File: config.mk
export PLATFORM = sky130hd
export DESIGN_NAME = limit_alert_qualifier
export DESIGN_NICKNAME = d
export VERILOG_FILES = /design/src/logic/limit_alert_pkg.sv /design/src/logic/limit_alert_qualifier.sv
export SDC_FILE = /design/constraint.sdc
export NUM_CORES = 2
export LEC_CHECK = 0
export BUFFER_PORTS_ARGS = -buffer_cell sky130_fd_sc_hd__buf_2
export CELL_PAD_IN_SITES_DETAIL_PLACEMENT = 1
export CELL_PAD_IN_SITES_GLOBAL_PLACEMENT = 2
export CORE_MARGIN = 4
export CORE_UTILIZATION = 33
export CTS_BUF_LIST = sky130_fd_sc_hd__clkbuf_4
export DETAILED_ROUTE_END_ITERATION = 6
export PLACE_DENSITY = 0.85
export SETUP_SLACK_MARGIN = 0.05
export SYNTH_ARGS = -nofsm -noshare
export SYNTH_HDL_FRONTEND = slang
export SYNTH_SLANG_ARGS = --single-unit
File: constraint.sdc
create_clock -name clk_in -period 5.05 [get_ports clk_in]
set_input_delay 0.2525 -clock clk_in [delete_from_list [all_inputs] [get_ports clk_in]]
set_output_delay 0.2525 -clock clk_in [all_outputs]
set_load 0.02 [all_outputs]
File: src/logic/limit_alert_pkg.sv
`default_nettype none
package limit_alert_pkg;
    // Register indices; the byte address on the bus is four times the index.
    localparam logic [7:0] UV_THR_IDX0 = 8'h40;
    localparam logic [7:0] UV_THR_IDX3 = 8'h43;
    localparam logic [7:0] OC_RUN_IDX = 8'h44;
    localparam logic [7:0] UC_RUN_IDX = 8'h45;
    localparam logic [7:0] OP_RUN_IDX = 8'h46;
    localparam logic [7:0] OV_RUN_IDX = 8'h47;
    localparam logic [7:0] STATUS_IDX = 8'h50;
    localparam logic [7:0] MASK_IDX = 8'h51;
    localparam logic [7:0] ACTIVE_IDX = 8'h52;
    localparam int ADDR_W = 12;
    localparam int IDX_LSB = 2;

    // Values after reset.
    localparam logic [15:0] UV_THR_RST = 16'h0000;
    localparam logic [7:0] RUN_CFG_RST = 8'h00;
    localparam logic [19:0] MASK_RST = 20'h00000;

    // Limit kinds; event bit number is kind * 4 + channel.
    localparam int KIND_OC = 0;
    localparam int KIND_UC = 1;
    localparam int KIND_OP = 2;
    localparam int KIND_OV = 3;
    localparam int KIND_UV = 4;
    localparam int NUM_KIND = 5;
    localparam int NUM_CH = 4;
    localparam int NUM_EV = 20;

    // Run-length codes of a two-bit field and their sample counts.
    localparam logic [1:0] RUN_CODE_1 = 2'h0;
    localparam logic [1:0] RUN_CODE_4 = 2'h1;
    localparam logic [1:0] RUN_CODE_8 = 2'h2;
    localparam logic [4:0] RUN_LEN_1 = 5'h01;
    localparam logic [4:0] RUN_LEN_4 = 5'h04;
    localparam logic [4:0] RUN_LEN_8 = 5'h08;
    localparam logic [4:0] RUN_LEN_16 = 5'h10;
endpackage
`default_nettype wire

File: src/logic/limit_alert_qualifier.sv
// Overview of operation
// - Four 16-bit low-voltage thresholds, indices 40h to 43h.
// - Low-voltage thresholds compared as signed numbers.
// - Over-current run fields: channel 1 in bits 7-6.
// - Field codes mean 1, 4, 8, 16 samples.
// - All run-length fields reset to code 00.
// - Run counter changes only on completed conversions.
// - Cleared alert resets on first clean conversion.
// - Under-current run register, same fields and counting.
// - Over-power run register, same fields and counting.
// - Over-voltage run register, same fields and counting.
// - Only consecutive exceeding results count; clean breaks run.
// - Over-power compares magnitudes, either sign trips.
//
// The APB register port is this design's own decision.
`timescale 1ns/100ps
`default_nettype none
module limit_alert_qualifier (
    input wire logic clk_in,
    input wire logic rst_in,
    input wire logic psel_in,
    input wire logic penable_in,
    input wire logic pwrite_in,
    input wire logic [11:0] paddr_in,
    input wire logic [31:0] pwdata_in,
    output logic [31:0] prdata_out,
    output logic pready_out,
    output logic pslverr_out,
    input wire logic conv_done_in,
    input wire logic [3:0][15:0] voltage_in,
    input wire logic [3:0][15:0] current_in,
    input wire logic [3:0][23:0] power_in,
    input wire logic [3:0][15:0] over_current_limit_in,
    input wire logic [3:0][15:0] under_current_limit_in,
    input wire logic [3:0][23:0] power_threshold_in,
    input wire logic [3:0][15:0] over_voltage_limit_in,
    output logic [19:0] alert_active_out,
    output logic irq_out
);
    typedef struct packed {
        logic [3:0][15:0] uv_thr;
        logic [3:0][7:0] run_cfg;
        logic [19:0][4:0] run_cnt;
        logic [19:0] active;
        logic [19:0] status;
        logic [19:0] mask;
        logic [31:0] rdata;
    } state_t;

    state_t q_ff;
    state_t nxt_q;
    logic [19:0] exceed;
    logic [7:0] idx;
    logic aligned;
    logic setup;
    logic wr_acc;
    logic rd_acc;

    // Sample count demanded by a two-bit run-length code.
    function automatic logic [4:0] run_len(input logic [1:0] code);
        if (code == limit_alert_pkg::RUN_CODE_1) begin
            return limit_alert_pkg::RUN_LEN_1;
        end else if (code == limit_alert_pkg::RUN_CODE_4) begin
            return limit_alert_pkg::RUN_LEN_4;
        end else if (code == limit_alert_pkg::RUN_CODE_8) begin
            return limit_alert_pkg::RUN_LEN_8;
        end else begin
            return limit_alert_pkg::RUN_LEN_16;
        end
    endfunction

    // Field of one channel: channel 1 sits in the top two bits.
    function automatic logic [1:0] ch_field(input logic [7:0] cfg,
                                            input int ch);
        return cfg[(3 - ch) * 2 +: 2];
    endfunction

    // Magnitude of a 24-bit signed value, widened so -2^23 fits.
    function automatic logic [24:0] mag24(input logic [23:0] v);
        if (v[23]) begin
            return 25'(-$signed({v[23], v}));
        end else begin
            return {1'b0, v};
        end
    endfunction

    // Samples needed before an event of this kind and channel fires.
    // Low voltage has no run register of its own, so here one sample.
    function automatic logic [4:0] target(input logic [3:0][7:0] cfg,
                                          input int kind, input int ch);
        if (kind == limit_alert_pkg::KIND_UV) begin
            return limit_alert_pkg::RUN_LEN_1;
        end else begin
            return run_len(ch_field(cfg[kind], ch));
        end
    endfunction

    // Bus decode: only word-aligned addresses inside the index range map.
    assign idx = paddr_in[9:2];
    assign aligned = (paddr_in[1:0] == 2'h0) && (paddr_in[11:10] == 2'h0);
    assign setup = psel_in && !penable_in;
    assign wr_acc = psel_in && penable_in && pwrite_in;
    assign rd_acc = psel_in && penable_in && !pwrite_in;

    function automatic logic mapped(input logic [7:0] i, input logic al);
        if (!al) begin
            return 1'b0;
        end else if (i >= limit_alert_pkg::UV_THR_IDX0 &&
                     i <= limit_alert_pkg::OV_RUN_IDX) begin
            return 1'b1;
        end else if (i >= limit_alert_pkg::STATUS_IDX &&
                     i <= limit_alert_pkg::ACTIVE_IDX) begin
            return 1'b1;
        end else begin
            return 1'b0;
        end
    endfunction

    // The slave never stretches a transfer, so pready is simply high.
    assign pready_out = 1'b1;
    assign pslverr_out = psel_in && penable_in && !mapped(idx, aligned);
    assign prdata_out = q_ff.rdata;
    assign alert_active_out = q_ff.active;
    assign irq_out = |(q_ff.status & q_ff.mask);

    // Limit comparisons for every kind and channel.
    always_comb begin
        exceed = 20'h00000;
        for (int c = 0; c < limit_alert_pkg::NUM_CH; c++) begin
            exceed[limit_alert_pkg::KIND_OC * 4 + c] =
                $signed(current_in[c]) > $signed(over_current_limit_in[c]);
            exceed[limit_alert_pkg::KIND_UC * 4 + c] =
                $signed(current_in[c]) < $signed(under_current_limit_in[c]);
            exceed[limit_alert_pkg::KIND_OP * 4 + c] =
                mag24(power_in[c]) > mag24(power_threshold_in[c]);
            exceed[limit_alert_pkg::KIND_OV * 4 + c] =
                $signed(voltage_in[c]) > $signed(over_voltage_limit_in[c]);
            exceed[limit_alert_pkg::KIND_UV * 4 + c] =
                $signed(voltage_in[c]) < $signed(q_ff.uv_thr[c]);
        end
    end

    // Next state: register writes, read-to-clear, then run counting.
    // Event sets are applied after the read clear so a set always wins.
    always_comb begin
        logic [4:0] tgt;
        logic [4:0] cnt;
        int e;
        tgt = 5'h00;
        cnt = 5'h00;
        e = 0;
        nxt_q = q_ff;
        if (wr_acc && mapped(idx, aligned)) begin
            if (idx <= limit_alert_pkg::UV_THR_IDX3) begin
                nxt_q.uv_thr[idx[1:0]] = pwdata_in[15:0];
            end else if (idx <= limit_alert_pkg::OV_RUN_IDX) begin
                nxt_q.run_cfg[idx[1:0]] = pwdata_in[7:0];
            end else if (idx == limit_alert_pkg::MASK_IDX) begin
                nxt_q.mask = pwdata_in[19:0];
            end
        end
        if (rd_acc && aligned && idx == limit_alert_pkg::STATUS_IDX) begin
            // Clear only the bits returned in the setup cycle, so an event
            // that lands between setup and access is not lost unseen.
            nxt_q.status = q_ff.status & ~q_ff.rdata[19:0];
        end
        // Counters move only when a conversion completes.
        if (conv_done_in) begin
            for (int k = 0; k < limit_alert_pkg::NUM_KIND; k++) begin
                for (int c = 0; c < limit_alert_pkg::NUM_CH; c++) begin
                    e = k * 4 + c;
                    tgt = target(q_ff.run_cfg, k, c);
                    cnt = q_ff.run_cnt[e];
                    if (exceed[e]) begin
                        if (cnt < tgt) begin
                            cnt = cnt + 5'h01;
                        end
                        nxt_q.run_cnt[e] = cnt;
                        if (cnt >= tgt) begin
                            nxt_q.active[e] = 1'b1;
                            if (!q_ff.active[e]) begin
                                nxt_q.status[e] = 1'b1;
                            end
                        end
                    end else begin
                        nxt_q.run_cnt[e] = 5'h00;
                        nxt_q.active[e] = 1'b0;
                    end
                end
            end
        end
        // Read data is captured in the setup cycle and held for access.
        if (setup && !pwrite_in) begin
            nxt_q.rdata = 32'h00000000;
            if (!mapped(idx, aligned)) begin
                nxt_q.rdata = 32'h00000000;
            end else if (idx <= limit_alert_pkg::UV_THR_IDX3) begin
                nxt_q.rdata = {16'h0000, q_ff.uv_thr[idx[1:0]]};
            end else if (idx <= limit_alert_pkg::OV_RUN_IDX) begin
                nxt_q.rdata = {24'h000000, q_ff.run_cfg[idx[1:0]]};
            end else if (idx == limit_alert_pkg::STATUS_IDX) begin
                nxt_q.rdata = {12'h000, q_ff.status};
            end else if (idx == limit_alert_pkg::MASK_IDX) begin
                nxt_q.rdata = {12'h000, q_ff.mask};
            end else begin
                nxt_q.rdata = {12'h000, q_ff.active};
            end
        end
    end

    // State register with synchronous reset.
    always_ff @(posedge clk_in) begin
        if (rst_in) begin
            q_ff.uv_thr <= {4{limit_alert_pkg::UV_THR_RST}};
            q_ff.run_cfg <= {4{limit_alert_pkg::RUN_CFG_RST}};
            q_ff.run_cnt <= '0;
            q_ff.active <= 20'h00000;
            q_ff.status <= 20'h00000;
            q_ff.mask <= limit_alert_pkg::MASK_RST;
            q_ff.rdata <= 32'h00000000;
        end else begin
            q_ff <= nxt_q;
        end
    end
endmodule
`default_nettype wire

Word level (Yosys, flattened, before mapping). Cells that the tools add are included. Widths: inputs -> output; s select.

Add/subtract/negate cells: 28. Order comparisons: 67. Equality and inequality tests: 54. Muxes and demuxes: 274. Bitwise logic cells: 5. Reduce and logical (&&, ||, !) cells: 58.

Operators by type and width (count): $mux 5 (145); $mux 25 (8); $neg 24->25 (8); $mux 20 (7); $gt 16x16->1 (8); $lt 16x16->1 (8); $mux 1 (104); $add 5x1->5 const B (20); $ge 5x5->1 (20); $gt 25x25->1 (4); $lt 5x5->1 (20); $bwmux 64 (1); $reduce_and 2->1 (21); $and 20x20->20 (2); $ne 2x1->1 const B (20); $logic_not 2->1 (18); $bmux 16 s2 (1); $bwmux 32 (1); $demux 16 s2 (1); $eq 2x1->1 const B (16); $eq 2x2->1 const B (16); $mux 16 (2); $le 8x7->1 const B (3); $not 20->20 (1); other kinds (13) (31).

Register bits after elaboration: 288. Bits of input ports: 562. Output and inout bits: 55. Logic and storage cells: 537.

Depth between registers and ports, before layout.
Word-level depth: 13. Depth in mapped cells: 16. Gate-level depth less buffers: 16.

Least setup slack after synthesis. OpenSTA, ideal clock, no wires.

Path type: input to register. Start: input power_in[58] (netlist bit). End: register q_ff, in the netlist alert_active_out[10]. Setup time: 0.078 ns. Arrival: 4.014 ns. Required time: 4.972 ns. Slack: 0.958 ns. Stages: 15. Buffers on the path: 0. Path through: or4_4 or3_4 nor4b_4 nand2_2 or4_4 o41ai_2 xnor2_1 ha_1 nand4_1 or3_1 a211o_1 nor4b_1 a21boi_1 o32ai_1 nor3_1.

Word-level cells in the longest chain between the ends: 5. Elaborated cells between the ends (all ways): 6. Those cells by class: 1 x add/sub; 1 x order compare; 1 x eq/ne; 2 x mux; 1 x reduce/logical.

Ends and longest elaborated chain: start: declaration (line limit_alert_qualifier.sv:32) `input wire logic [3:0][23:0] power_in,`; $neg 24->25 (line limit_alert_qualifier.sv:81) `return 25'(-$signed({v[23], v}));`; $mux 25 * (line limit_alert_qualifier.sv:80) `if (v[23]) begin`; $gt 25x25->1 * (line limit_alert_qualifier.sv:135) `mag24(power_in[c]) > mag24(power_threshold_in[c]);`; $ne 2x1->1 (no line); $reduce_and 2->1 (no line); end signal: assignment (line limit_alert_qualifier.sv:222) `q_ff <= nxt_q;`; end: declaration (line limit_alert_qualifier.sv:50) `state_t q_ff;`.

Mark *: on every way between the ends. The rest lies on a longest branch, timed or not. A chain may end at the register's enable or synchronous reset.

Final worst setup path.
Start: register q_ff[220] (netlist bit). End: register q_ff[65] (netlist bit).

Word-level cells in the longest chain between the ends: 13. Elaborated cells between the ends (all ways): 15. Those cells by class: 2 x order compare; 2 x eq/ne; 10 x mux; 1 x reduce/logical.

Ends and longest elaborated chain: $eq 2x2->1 (line limit_alert_qualifier.sv:65) `end else if (code == limit_alert_pkg::RUN_CODE_8) begin`; $mux 5 (line limit_alert_qualifier.sv:65); $mux 5 (line limit_alert_qualifier.sv:63) `end else if (code == limit_alert_pkg::RUN_CODE_4) begin`; $mux 5 * (line limit_alert_qualifier.sv:61) `if (code == limit_alert_pkg::RUN_CODE_1) begin`; $mux 5 * (line limit_alert_qualifier.sv:168) `if (conv_done_in) begin`; $lt 5x5->1 (line limit_alert_qualifier.sv:175) `if (cnt < tgt) begin`; $mux 5 (line limit_alert_qualifier.sv:175); $mux 5 (line limit_alert_qualifier.sv:174) `if (exceed[e]) begin`; $mux 5 (line limit_alert_qualifier.sv:168); $ge 5x5->1 * (line limit_alert_qualifier.sv:179) `if (cnt >= tgt) begin`; $mux 1 * (line limit_alert_qualifier.sv:179); $mux 1 * (line limit_alert_qualifier.sv:174); $mux 20 * (line limit_alert_qualifier.sv:168).

Mark *: on every way between the ends. The rest lies on a longest branch, timed or not. The select of a mux whose other input is x is not followed.

==> results.md <==
* Dpl cell area at 31930 um^2
* Slew Viols, Final at 0
* Yosys cell types at 77
* Final #Nets at 5163
* Combinational share of power at 31.7%
* Inst Count DP at 5152
* Buffers on Ports at 591
* P_sw at 0.002202 W
* CTS Buffer Depth at 3
* Via count of the first global-routing pass at 29470
* DR WL/cell at 19.08 um
* Power per cell area at 186.7 nW/um^2
* Total track usage at 21.61%
* P&R area growth vs syn at 17.56%
* Drt total wl at 101.3 mm
* Largest delay share family, worst path: compound AO/OA/AOI/OAI gates
* First-pass GRT wire length at 158.9 mm
* Worst Setup EP: q_ff[65]
* Width of the die at 300.1 um
* Reg2Reg Depth at 13
* Crit-path slowest cell: a211oi_1
* Die area at 90040 um^2
* Finished Layout Cells at 5307
* Crit end category: register
* Core ar. at 84090 um^2
* Critical path cell sequence: nand2b_1 -> ha_1 -> a21o_1 -> a21o_1 -> a211oi_1 -> nand4_1 -> xnor2_1 -> ha_1 -> a21oi_1 -> nand3b_1 -> o31ai_1 -> nor3_1 -> a32o_1
* Synth Area per Inst at 7.905 um^2
* Static Leakage at 15.28 nW
* Synthesized netlist cell count at 3561
* Final setup vio count at 0
* Clk pwr share at 32.9%
* Clk slew on worst S/H paths at 0.07 ns
* Buffers & Inverters on Critical Path at 0
* Synth async-reset ratio at 0%
* Clock Tree Root: clkbuf_4
* Maximum VDD drop at 0.0001146 V
* Vias per cell at 5.360
* Post-synth EDFFs at 0
* Period utilisation layout at 77.03%
* Total global routing overflow at 0
* 1st-iter DRT viols at 1339
* Die height at 300.1 um
* CP max stage delay at 0.64 ns
* I/O pin cnt at 617
* Total of max-cap violations at 0
* Int Pwr at 0.003975 W
* Final hold vios at 0
* Layout cell share with drive strength beyond 1 at 18.52%
* Hold Worst Slack at 0.07810 ns
* Peak Freq at 257.1 MHz
* Yosys synthesis warning count at 0
* Sequential power share at 35.5%
* R2R Path Start: q_ff[220]
* Reg-to-reg critical path endpoint: q_ff[65]
* Clock sinks at 256
* Synth Register Bits at 256
* Worst-skew pair later-pin latency at 0.80 ns
* Top_reg_cell synth: dfxtp_1
* H-tree depth at 3
* GPL Wtd Cong at 0.8769
* Worst-Margin Slew at 1.153 ns
* Setup slack, reg-to-reg at 1.16 ns
* RSZ-0062 raised after global routing: false
* Cell Area, Synth at 28150 um^2
* Antenna violations before repair at 4
* Total power at 0.006178 W
* Outcome: complete, no violations
* Max FO, Critical Path at 7
* Skew final at 0.05781 ns
* Row count at 106
* Crit. Startpoint: q_ff[220]
* CTS Buf Count at 74
* Setup TNS at 0 ns
* Levels on crit path at 13
* Dpl hpwl at 83.23 mm
* Sw Ratio at 35.65%
* Final instance area at 33090 um^2
* Seq/Total Area, Yosys at 18.21%
* Vias at 28450
* Tmin final at 3.890 ns
* Drt drc at 0
* Critical Path Source Type: register
* Initial Util at 33.48%
* Crit path arrival time at 4.58 ns
* Critical Path RT at 5.74 ns
* CTS tree: built
* Crit path kind: register to register
* Pin count of the biggest net entering global routing at 177
* Slew Limit Headroom at 22.93%
* Min-Delay Path Class: primary input to register
* Pre-antenna DRT Iters at 5
* ANT nets after route at 0
[routing by layer]
| metal | vias up | part of all wire (%) | global-route usage (%) |
|---|---|---|---|
| met5 | - | 0 | 0 |
| met2 | 601 | 48 | 38.19 |
| met3 | 130 | 5.1 | 3.480 |
| met4 | 0 | 2.2 | 4.879 |
| li1 | 14000 | - | - |
| met1 | 13720 | 44 | 27.63 |
[through the flow]
step	util, %	setup slack (ns)
detailed placement	37.97	0.4532
finish	39.35	1.160
global route	39.35	0.8541
CTS	39.34	1.153
floorplan	-	0.9582
global placement	37.97	0.5624
[cells by family (layout without fill, tap and decap cells)]
group	count (synthesis)	in the layout	share of synthesized area, %
AND/OR/NAND/NOR	1157	1157	21.05
AO/OA/AOI/OAI	803	803	18.58
adder cells (fa/ha/maj)	484	484	21.51
buffers and inverters	481	1069	7.152
flip-flops	256	256	18.21
XOR/XNOR	238	238	7.405
multiplexers	140	140	6.067
other	2	26	0.02668
[placed cells by master (no fill, tap or decap), types with 17 or more instances in the layout]
cell | Yosys | layout
a21oi_1 | 221 | 221
xnor2_1 | 136 | 136
nor4_1 | 40 | 40
nand3b_1 | 25 | 25
o31ai_1 | 56 | 56
clkbuf_4 | 0 | 102
nor2b_1 | 38 | 38
a221oi_1 | 25 | 25
o22ai_1 | 17 | 17
nand3_1 | 68 | 68
buf_2 | 7 | 589
xor2_1 | 102 | 102
or4_1 | 24 | 24
o21a_1 | 36 | 36
a21o_1 | 79 | 79
a211oi_1 | 33 | 33
a31oi_1 | 25 | 25
buf_4 | 53 | 20
inv_1 | 304 | 304
nor2_1 | 209 | 209
o21ai_1 | 27 | 27
mux2i_1 | 111 | 111
and4_1 | 22 | 22
a211o_1 | 19 | 19
ha_1 | 484 | 484
or3_1 | 24 | 24
mux4_2 | 24 | 24
dlygate4sd3_1 | 0 | 23
o21ai_0 | 136 | 136
nand2b_1 | 79 | 79
nand4_1 | 78 | 78
conb_1 | 2 | 21
clkinv_1 | 0 | 18
o41ai_1 | 36 | 36
dfxtp_1 | 256 | 256
nand2_1 | 377 | 377
nor3_1 | 69 | 69
[worst min-delay path by stage]
stage | from | endpoint | slack (ns) | depth (start not counted)
final | voltage_in[15] | q_ff[68] | 0.08 | 4
after global routing | voltage_in[63] | alert_active_out[19] | 0.06 | 4
after CTS | voltage_in[63] | alert_active_out[19] | 0.007 | 4
after detailed placement | q_ff[40] | q_ff[40] | 0.46 | 2
after global placement | q_ff[35] | q_ff[35] | 0.46 | 2
after floorplan | pwdata_in[8] | q_ff[232] | 0.39 | 2
[worst min-delay path, cell delays in order]
cell	delay, ns
buf_2	0.12
ha_1	0.22
mux2_2	0.18
o31ai_1	0.05
[layout make-up]
class | count | area, um^2
diodes | 5 | 12.51
clock inverters | 25 | 152.6
inverters | 307 | 1152
flip-flops and latches | 256 | 5125
fillers | 10610 | 50990
well taps | 1134 | 1419
repair buffers | 635 | 3382
clock buffers | 102 | 765.7
multi-input cells | 2843 | 21080
[Yosys cell counts (10+ instances only)]
| master | count | area (um^2) |
|---|---|---|
| ha_1 | 484 | 6056 |
| nand2_1 | 377 | 1415 |
| inv_1 | 304 | 1141 |
| dfxtp_1 | 256 | 5125 |
| a21oi_1 | 221 | 1106 |
| nor2_1 | 209 | 784.5 |
| o21ai_0 | 136 | 680.7 |
| xnor2_1 | 136 | 1191 |
| mux2i_1 | 111 | 1111 |
| clkbuf_1 | 104 | 390.4 |
| xor2_1 | 102 | 893.4 |
| a21o_1 | 79 | 593.1 |
| nand2b_1 | 79 | 494.2 |
| nand4_1 | 78 | 488.0 |
| nor3_1 | 69 | 345.3 |
| nand3_1 | 68 | 340.3 |
| o31ai_1 | 56 | 420.4 |
| buf_4 | 53 | 397.9 |
| nor4_1 | 40 | 250.2 |
| nor2b_1 | 38 | 237.7 |
| o21a_1 | 36 | 270.3 |
| o41ai_1 | 36 | 315.3 |
| a211oi_1 | 33 | 247.7 |
| o21ai_1 | 27 | 135.1 |
| a221oi_1 | 25 | 219.0 |
| a31oi_1 | 25 | 156.4 |
| nand3b_1 | 25 | 187.7 |
| mux4_2 | 24 | 540.5 |
| or3_1 | 24 | 150.1 |
| or4_1 | 24 | 180.2 |
| and4_1 | 22 | 192.7 |
| a211o_1 | 19 | 166.4 |
| o22ai_1 | 17 | 106.4 |
| and3_1 | 16 | 100.1 |
| nand4b_1 | 16 | 140.1 |
| o32ai_1 | 15 | 131.4 |
| nor3b_1 | 13 | 97.59 |
| buf_1 | 10 | 37.54 |
| nor4bb_1 | 10 | 100.1 |
[flip-flops by register name, indices dropped and copies added (netlist names)]
register          flops
alert_active_out     20
prdata_out           20
q_ff                216
[power groups by stage]
stage | combinational [W] | clock, W | sequential, W
after CTS | 0.00198 | 0.00208 | 0.00219
after detailed placement | 0.00195 | 0 | 0.00223
final | 0.00196 | 0.00203 | 0.00219
after global placement | 0.00190 | 0 | 0.00223
after floorplan | 0.00126 | 0 | 0.00219
after global routing | 0.00224 | 0.00219 | 0.00220
[timing repair]
action / CTS / global route
hold endpoints to repair: 141 / 0
buffers inserted: 0 / 0
hold buffers: 23 / 0
resized for setup: 0 / 0
endpoints found under the setup margin: 0 / 0
Power figures use the tool's default switching activity.
